## src/hw/dpc_pkg.sv

```systemverilog
// Purpose: constants and types for the dual synthesiser clock control block
// Assumes: 9-bit register words on a plain strobe port
// Notes: offsets are word indices on the register port
`default_nettype none
package dpc_pkg;
	localparam logic [5:0] OFS_FIRST_FRAC_LOW = 6'h00;
	localparam logic [5:0] OFS_FIRST_FRAC_MID = 6'h01;
	localparam logic [5:0] OFS_FIRST_INT_FRAC_HIGH = 6'h02;
	localparam logic [5:0] OFS_FIRST_SCALE = 6'h03;
	localparam logic [5:0] OFS_SECOND_FRAC_LOW = 6'h04;
	localparam logic [5:0] OFS_SECOND_FRAC_MID = 6'h05;
	localparam logic [5:0] OFS_SECOND_INT_FRAC_HIGH = 6'h06;
	localparam logic [5:0] OFS_SECOND_SCALE = 6'h07;
	localparam logic [5:0] OFS_MODE_STATUS = 6'h10;
	localparam logic [5:0] OFS_POWERDOWN = 6'h33;
	localparam logic [8:0] RST_FRAC_LOW = 9'h121;
	localparam logic [8:0] RST_FRAC_MID = 9'h17e;
	localparam logic [8:0] RST_INT_FRAC_HIGH = 9'h07d;
	localparam logic [8:0] RST_SCALE = 9'h010;
	localparam logic [8:0] RST_POWERDOWN = 9'h006;
	localparam int BIT_OSC_PD = 0;
	localparam int BIT_FIRST_PD = 1;
	localparam int BIT_SECOND_PD = 2;
	localparam int BIT_IN_DIV = 0;
	localparam int BIT_OUT_HALVER = 1;
	localparam int LSB_OUT_DIVIDER = 3;
	localparam int LSB_INTEGER = 4;
	localparam logic [1:0] RX_OUT_DIVIDER = 2'h2;

	typedef struct packed {
		logic [3:0] integer_mult;
		logic [21:0] fraction;
		logic input_divider;
		logic output_halver;
		logic [1:0] output_divider;
	} dpc_synth_s;
endpackage : dpc_pkg
`default_nettype wire

```

## src/hw/dpc_clock_control.sv

```systemverilog
// Purpose: register file and mode steering for oscillator and two clock synthesisers
// Assumes: one clock clk_sys; receiver status pins are asynchronous
`default_nettype none
module dpc_clock_control
	import dpc_pkg::*;
(
	// Clock and reset
	input wire logic clk_sys,
	input wire logic resetn,
	// Register port
	input wire logic [5:0] reg_addr,
	input wire logic [8:0] reg_wdata,
	input wire logic reg_wr,
	input wire logic reg_rd,
	output logic [8:0] reg_rdata,
	// Receiver side, asynchronous
	input wire logic receiver_enable,
	input wire logic receiver_locked,
	input wire logic receiver_stream_present,
	input wire logic [3:0] receiver_integer,
	input wire logic [21:0] receiver_fraction,
	// Controls to the analogue synthesisers
	output logic osc_drive_powerdown,
	output logic first_synth_powerdown,
	output logic second_synth_powerdown,
	output logic first_synth_clock_enable,
	output logic second_synth_clock_enable,
	output logic receive_mode,
	output dpc_synth_s first_synth,
	output dpc_synth_s second_synth
);
	typedef enum logic [1:0] {
		DPC_USER = 2'b01,
		DPC_RECEIVE = 2'b10
	} dpc_mode_e;

	logic [8:0] regs [0:7];
	logic [8:0] next_regs [0:7];
	logic [8:0] pwr;
	logic [8:0] next_pwr;
	logic [8:0] next_reg_rdata;
	logic en_s1, en_s2, lock_s1, lock_s2, pres_s1, pres_s2;
	logic [25:0] rx_s1, rx_s2, rx_s3;
	logic [25:0] held;
	logic [25:0] next_held;
	dpc_mode_e mode;
	dpc_mode_e next_mode;
	dpc_synth_s next_first, next_second;
	logic next_first_en, next_second_en;

	// Receiver word is quasi-static; two stages keep metastability off the mux
	always_ff @(posedge clk_sys or negedge resetn) begin
		if (!resetn) begin
			en_s1 <= 1'b0;
			en_s2 <= 1'b0;
			lock_s1 <= 1'b0;
			lock_s2 <= 1'b0;
			pres_s1 <= 1'b0;
			pres_s2 <= 1'b0;
			rx_s1 <= 26'h0;
			rx_s2 <= 26'h0;
			rx_s3 <= 26'h0;
		end else begin
			en_s1 <= receiver_enable;
			en_s2 <= en_s1;
			lock_s1 <= receiver_locked;
			lock_s2 <= lock_s1;
			pres_s1 <= receiver_stream_present;
			pres_s2 <= pres_s1;
			rx_s1 <= {receiver_integer, receiver_fraction};
			rx_s2 <= rx_s1;
			rx_s3 <= rx_s2;
		end
	end

	// Register writes and read data
	always_comb begin
		for (int i = 0; i < 8; i++) begin
			next_regs[i] = regs[i];
		end
		next_pwr = pwr;
		next_reg_rdata = 9'h000;
		if (reg_wr) begin
			if (reg_addr[5:3] == 3'h0) begin
				next_regs[reg_addr[2:0]] = reg_wdata;
			end else if (reg_addr == OFS_POWERDOWN) begin
				next_pwr = {6'h00, reg_wdata[2:0]};
			end
		end
		if (reg_rd) begin
			if (reg_addr[5:3] == 3'h0) begin
				next_reg_rdata = regs[reg_addr[2:0]];
			end else if (reg_addr == OFS_POWERDOWN) begin
				next_reg_rdata = pwr;
			end else if (reg_addr == OFS_MODE_STATUS) begin
				next_reg_rdata = {6'h00, pres_s2, lock_s2, (mode == DPC_RECEIVE)};
			end
		end
	end

	always_ff @(posedge clk_sys or negedge resetn) begin
		if (!resetn) begin
			regs[OFS_FIRST_FRAC_LOW[2:0]] <= RST_FRAC_LOW;
			regs[OFS_FIRST_FRAC_MID[2:0]] <= RST_FRAC_MID;
			regs[OFS_FIRST_INT_FRAC_HIGH[2:0]] <= RST_INT_FRAC_HIGH;
			regs[OFS_FIRST_SCALE[2:0]] <= RST_SCALE;
			regs[OFS_SECOND_FRAC_LOW[2:0]] <= RST_FRAC_LOW;
			regs[OFS_SECOND_FRAC_MID[2:0]] <= RST_FRAC_MID;
			regs[OFS_SECOND_INT_FRAC_HIGH[2:0]] <= RST_INT_FRAC_HIGH;
			regs[OFS_SECOND_SCALE[2:0]] <= RST_SCALE;
			pwr <= RST_POWERDOWN;
			reg_rdata <= 9'h000;
		end else begin
			for (int i = 0; i < 8; i++) begin
				regs[i] <= next_regs[i];
			end
			pwr <= next_pwr;
			reg_rdata <= next_reg_rdata;
		end
	end

	// Mode steering and synthesiser settings
	always_comb begin
		dpc_synth_s user_a;
		dpc_synth_s user_b;
		user_a = '{integer_mult: regs[2][LSB_INTEGER +: 4],
			fraction: {regs[2][3:0], regs[1], regs[0]},
			input_divider: regs[3][BIT_IN_DIV],
			output_halver: regs[3][BIT_OUT_HALVER],
			output_divider: regs[3][LSB_OUT_DIVIDER +: 2]};
		user_b = '{integer_mult: regs[6][LSB_INTEGER +: 4],
			fraction: {regs[6][3:0], regs[5], regs[4]},
			input_divider: regs[7][BIT_IN_DIV],
			output_halver: regs[7][BIT_OUT_HALVER],
			output_divider: regs[7][LSB_OUT_DIVIDER +: 2]};
		next_mode = en_s2 ? DPC_RECEIVE : DPC_USER;
		next_held = held;
		// Two equal samples needed, so a word caught mid-change is never held
		if (en_s2 && lock_s2 && pres_s2 && (rx_s2 == rx_s3)) begin
			next_held = rx_s2;
		end
		// without a stream the last tracked multipliers stay
		next_first = user_a;
		next_second = user_b;
		next_first_en = !pwr[BIT_FIRST_PD];
		next_second_en = !pwr[BIT_SECOND_PD];
		if (en_s2) begin
			next_first.integer_mult = next_held[25:22];
			next_first.fraction = next_held[21:0];
			next_first.output_divider = RX_OUT_DIVIDER;
			next_first.output_halver = user_a.output_halver;
			next_first.input_divider = user_b.input_divider;
			next_first_en = !pwr[BIT_FIRST_PD] && (lock_s2 || !pres_s2);
			next_second_en = 1'b0;
		end
	end

	always_ff @(posedge clk_sys or negedge resetn) begin
		if (!resetn) begin
			mode <= DPC_USER;
			held <= {RST_INT_FRAC_HIGH[7:0], RST_FRAC_MID, RST_FRAC_LOW};
			first_synth <= '0;
			second_synth <= '0;
			first_synth_clock_enable <= 1'b0;
			second_synth_clock_enable <= 1'b0;
			receive_mode <= 1'b0;
			osc_drive_powerdown <= 1'b0;
			first_synth_powerdown <= 1'b1;
			second_synth_powerdown <= 1'b1;
		end else begin
			mode <= next_mode;
			held <= next_held;
			first_synth <= next_first;
			second_synth <= next_second;
			first_synth_clock_enable <= next_first_en;
			second_synth_clock_enable <= next_second_en;
			receive_mode <= (next_mode == DPC_RECEIVE);
			osc_drive_powerdown <= pwr[BIT_OSC_PD];
			first_synth_powerdown <= pwr[BIT_FIRST_PD];
			second_synth_powerdown <= pwr[BIT_SECOND_PD];
		end
	end
endmodule // dpc_clock_control
`default_nettype wire

```

## config.mk

```make
export PLATFORM = sky130hd
export DESIGN_NAME = dpc_clock_control
export DESIGN_NICKNAME = d
export VERILOG_FILES = /design/src/hw/dpc_pkg.sv /design/src/hw/dpc_clock_control.sv
export SDC_FILE = /design/constraint.sdc
export NUM_CORES = 1
export LEC_CHECK = 0
export BUFFER_PORTS_ARGS = -buffer_cell sky130_fd_sc_hd__buf_4
export CORE_MARGIN = 8
export CORE_UTILIZATION = 57
export DETAILED_ROUTE_END_ITERATION = 7
export PLACE_DENSITY = 0.79
export SLEW_MARGIN = 10
export SYNTH_ARGS = -nofsm -noshare
export SYNTH_HDL_FRONTEND = slang
export SYNTH_SLANG_ARGS = --single-unit
```

## constraint.sdc

```tcl
create_clock -name clk_sys -period 2.6 [get_ports clk_sys]
set_input_delay 0.13 -clock clk_sys [delete_from_list [all_inputs] [get_ports clk_sys]]
set_output_delay 0.13 -clock clk_sys [all_outputs]
set_load 0.01 [all_outputs]
```

---- Word-level counts from Yosys, hierarchy flattened ----
Cells that the tools add are included.
storage, ports and cells
  bits in registers ....................... 262
  output and inout bits ................... 75
cells by class
  $lt $le $gt $ge ......................... 2
  equality and inequality tests ........... 5
  mux-type cells .......................... 15
  bitwise gates (word level) .............. 2
  reduce and logical (&&, ||, !) cells .... 12
operator list
  operator              count
  $bwmux W72            1
  $mux W9               5
  $mux W30              1
  $bmux W9 S3           1
  $demux W9 S3          1
  $eq A26 B26 Y1        1
  $mux W26              1
  $eq A6 B5 Y1 const B  1
  $eq A6 B6 Y1 const B  1
  $mux W3               2
  $logic_and A1 B1 Y1   5
  $eq A2 B2 Y1 const B  2
  $ge A4 B4 Y1 const B  1
  $lt A4 B1 Y1 const B  1
  $not A3 Y4            1
  $logic_not A1 Y1      3
  $logic_not A3 Y1      1
  $reduce_and A3 Y1     1
  $mux W1               2
  $mux W2               1
  $reduce_and A2 Y1     1
  $logic_or A1 B1 Y1    1
  $not A1 Y1            1

---- Longest topological paths before layout ----
  depth after elaboration ................. 6
  gate-level depth with buffers ........... 7

---- Least setup slack after synthesis ----
No wires, ideal clock.
  path type ............................... register to register
  start ................................... register rx_s2[21]
  end ..................................... register first_synth[8] in the netlist's numbering
  arrival time ............................ 1.827 ns
  required time ........................... 2.475 ns
  slack ................................... 0.648 ns
  stages on the path, launching flop included .. 7
  path buffers ............................ 1
  clock period less this slack ............ 1.952 ns
  path through ............................ dfrtp_1 -> xor2_1 -> nor4_1 -> nand4_1 -> nor4_4 -> buf_2 -> mux2_2
RTL lines
  item                    RTL line                  text
  from (decl)             dpc_clock_control.sv:43   logic [25:0] rx_s1, rx_s2, rx_s3;
  from (signal assigned)  dpc_clock_control.sv:71   rx_s2 <= rx_s1;
  to (signal assigned)    dpc_clock_control.sv:173  first_synth <= next_first;
  to (decl)               dpc_clock_control.sv:29   output dpc_synth_s first_synth,

---- Worst setup path after layout ----
  start ................................... register rx_s2[2]
  end ..................................... register held[19]
between the ends
  word-level cells in the longest chain between the ends .. 3
ends and longest elaborated chain
  item                     RTL line                  text
  $eq A26 B26 Y1           dpc_clock_control.sv:139  if (en_s2 && lock_s2 && pres_s2 && (rx_s2 == rx_s3)) begin
  $logic_and A1 B1 Y1      dpc_clock_control.sv:139
  $mux W26                 dpc_clock_control.sv:139
  named net next_held[19]  dpc_clock_control.sv:45   logic [25:0] next_held;
  to (signal assigned)     dpc_clock_control.sv:161  held <= {RST_INT_FRAC_HIGH[7:0], RST_FRAC_MID, RST_FRAC_LOW};
  to (signal assigned)     dpc_clock_control.sv:172  held <= next_held;
  to (decl)                dpc_clock_control.sv:44   logic [25:0] held;
The timed path passes the listed nets, and every way through them passes these cells.
A chain may end at the register's enable or synchronous reset.

==> impl_metrics.py <==
metrics = {
    "status": {
        "outcome": "completed",
    },
    "synth": {
        "ys.flop_type": "dfrtp_1",
        "synth-seq-cells": 261,
        "yosys_warnings": 0,
        "synth-edff-count": 0,
        "synthCells": 633,
        "synth_cell_type_count": 44,
        "syn_area_per_cell_um2": 15.24,
        "synthArstFlopShare_pct": 100.0,
        "syn-cell-area_um2": 9644,
        "syn_nets": 681,
        "seq_area_frac_synth_pct": 68.44,
    },
    "floorplan": {
        "fp.dieW_um": 146.1,
        "start_util_pct": 58.16,
        "dieHeight_um": 146.1,
        "num_io_pins": 123,
        "core_um2": 16580,
        "dieArea_um2": 21340,
        "core.rowCount": 47,
    },
    "setup_path": {
        "end_kind": "register",
        "worst_path_largest_cell_delay_ns": 0.43,
        "startpoint_type": "register",
        "path_buf_inv": 1,
        "path_cells": "xor2_1 -> nor4_1 -> nand4_1 -> nor4_4 -> buf_12 -> mux2_2",
        "crit_family": "simple AND/OR/NAND/NOR gates",
        "cp_data_required_time_ns": 3.00,
        "worstPathArrival_ns": 2.68,
        "path_class": "register to register",
        "crit_fanout": 26,
        "slowest_stage": "nor4_1",
        "reg2reg_slack_ns": 0.32,
    },
    "finish": {
        "drive_gt1_share_pct": 42.32,
        "final_nets": 855,
        "diodes": 0,
        "final_util_pct": 73.48,
        "areaGrowthSynthToFinish_pct": 26.35,
    },
    "place": {
        "dp_hpwl_mm": 14.37,
        "port_buffers": 122,
        "gp_congestion": 0.8774,
        "post-place-ws_ns": 0.2957,
    },
    "drt": {
        "drc": 0,
        "first_pass_iters": 4,
        "vias": 5837,
        "routed_wirelength_mm": 22.06,
        "drtIter0Drc": 387,
        "ant_nets": 0,
        "via_per_inst": 5.575,
        "wl_per_cell_um": 21.07,
    },
    "clock_network": {
        "insertion_delay_ns": 0.52,
        "clockBufferDepth": 3,
        "clk_pin_slew_ns": 0.06,
        "clock-sinks": 261,
        "h-tree-depth": 1,
        "postCtsSetupBuffers": 0,
        "cts_tree": "yes",
        "cts_root_buf": "clkbuf_16",
        "cts_buffers": 27,
        "cts_resized": 0,
    },
    "power_and_ir_drop": {
        "p_leak_nw": 5.595,
        "ir_worst_vdd_v": 0.0004824,
        "finalPower_mw": 9.546,
        "power.density_nw_per_um2": 783.4,
    },
    "flow_run": {
        "drv_cap": 0,
    },
    "global_route": {
        "use_met1_pct": 27.70,
        "busiest_layer": "met2",
        "antenna_found_initial": 0,
        "grt_max_degree": 84,
        "met3_usage_pct": 4.048,
        "grt_pass1_wl_mm": 35.66,
        "grt_overflow": 0,
        "grt_pass1_vias": 6364,
        "grt_usage_pct": 20.78,
        "use_met2_pct": 34.26,
    },
    "sta": {
        "finalHoldViolCount": 0,
        "holdWs_ns": 0.04975,
        "tns_ns": 0,
        "period_share_pct": 87.86,
        "rsz0062_at_grt": "false",
        "slew_headroom_pct": 45.06,
        "slew_violations": 0,
        "setup_viol": 0,
        "fin_skew_ns": 0.01068,
        "fmax_ghz": 0.4378,
        "worst_pin_slew_ns": 0.8240,
        "fin_crit_ns": 2.284,
        "fin_ws_ns": 0.3156,
    },
    "min_path": {
        "hp-class": "input pin to register",
    },
}
cells in the mapped netlist, types with 2 or more instances:
master	instances	share of area [%]
dfrtp_1	206	53
mux2_2	105	12
a21oi_1	61	3.2
dfstp_2	55	15
mux2i_1	34	3.5
nor2b_1	27	1.8
nor2_1	16	0.62
xor2_1	15	1.4
xnor2_1	11	1.0
buf_1	9	0.35
mux4_2	9	2.1
buf_2	8	0.42
clkbuf_1	8	0.31
nand2_1	7	0.27
nand3_1	7	0.36
nand3b_1	6	0.47
inv_1	5	0.19
nand4_1	5	0.32
nor4_1	4	0.26
nand2b_1	3	0.19
o21ai_0	3	0.16
a211oi_1	2	0.16
a22oi_1	2	0.16
and2_1	2	0.13
and3_1	2	0.13
mux2_1	2	0.23
nor3_1	2	0.10
area by class of cell:
class	count	area, um^2
timing repair buffer	171	1441
sequential	261	6601
clock inverter	9	120.1
tap	220	275.3
fill	1052	4398
inverter	5	18.77
clock buffer	40	814.5
multi-input combinational	341	2914
report_power, final:
part	internal [mW]	switching, mW
logic	0.491	0.434
clock network	2.45	1.49
registers	4.46	0.224
total	7.40	2.15
metrics by stage:
stage / std cells / area [um^2]
floorplan: 633 / 9644
global placement: 958 / 10850
detailed placement: 958 / 10850
CTS: 1047 / 12190
global route: 1047 / 12190
finish: 1047 / 12190
per-layer routing:
metal	vias up	part of all wire [%]
met5	-	0
met4	0	2.1
met3	36	6.2
met2	194	50
met1	3025	42
li1	2582	-
registers in the layout, indices dropped and copies added (netlist names), 9 cells and up:
name          flops
rx_s2            26
regs             42
first_synth      30
rx_s3            26
rx_s1            26
held             26
reg_rdata         9
next_second      30
second_synth     30
final timing paths:
kind                            cells past startpoint                 from                     endpoint
worst max-delay path                                6   rx_s2[2]$_DFF_PN0_           held[19]$_DFF_PN0_
worst max register to register                      6   rx_s2[2]$_DFF_PN0_           held[19]$_DFF_PN0_
worst min register to register                      0  rx_s1[11]$_DFF_PN0_          rx_s2[11]$_DFF_PN0_
worst min-delay path                                4          reg_addr[4]       reg_rdata[0]$_DFF_PN0_
min in group asynchronous                           2               resetn          rx_s3[18]$_DFF_PN0_
max in group asynchronous                           3               resetn  next_second[17]$_DFFE_PN1P_
cell usage in the layout (no fill, tap or decap), types with 2 or more instances in the layout:
cell type      Yosys  routed
a211oi_1           2       2
a21oi_1           61      61
a22oi_1            2       2
and2_1             2       2
and3_1             2       2
buf_12             0       4
buf_4              1     126
bufinv_16          0       3
clkbuf_1           8       4
clkbuf_16          0      27
clkbuf_8           0       9
clkinv_2           0       6
dfrtp_1          206     205
dfstp_2           55      55
dlygate4sd3_1      0      40
inv_1              5       5
mux2_1             2       2
mux2_2           105     105
mux2i_1           34      34
mux4_2             9       9
nand2_1            7       7
nand2b_1           3       3
nand3_1            7       7
nand3b_1           6       6
nand4_1            5       5
nor2_1            16      16
nor2b_1           27      27
nor3_1             2       2
nor4_1             4       4
o21ai_0            3       3
xnor2_1           11      11
xor2_1            15      15
logic make-up (layout without fill, tap and decap cells):
logic type      after synthesis  count (layout)  share of synthesized area, %
simple gates                 87              87                         5.254
flops                       261             261                         68.44
xor+xnor                     26              26                         2.361
mux                         150             150                         18.12
compound gates               78              78                         4.476
buf+inv                      31             225                         1.349
worst min-delay path, cell delays in order:
cell      delay [ns]
buf_4           0.11
a21boi_0        0.07
o21ai_0         0.16
a21oi_1         0.05
what timing repair did:
item / in CTS / in global routing
setup endpoints to repair: 0 / 0
hold buffers: 40 / 0
endpoints found under the hold margin: 177 / 0
Power figures use the tool's default switching activity.
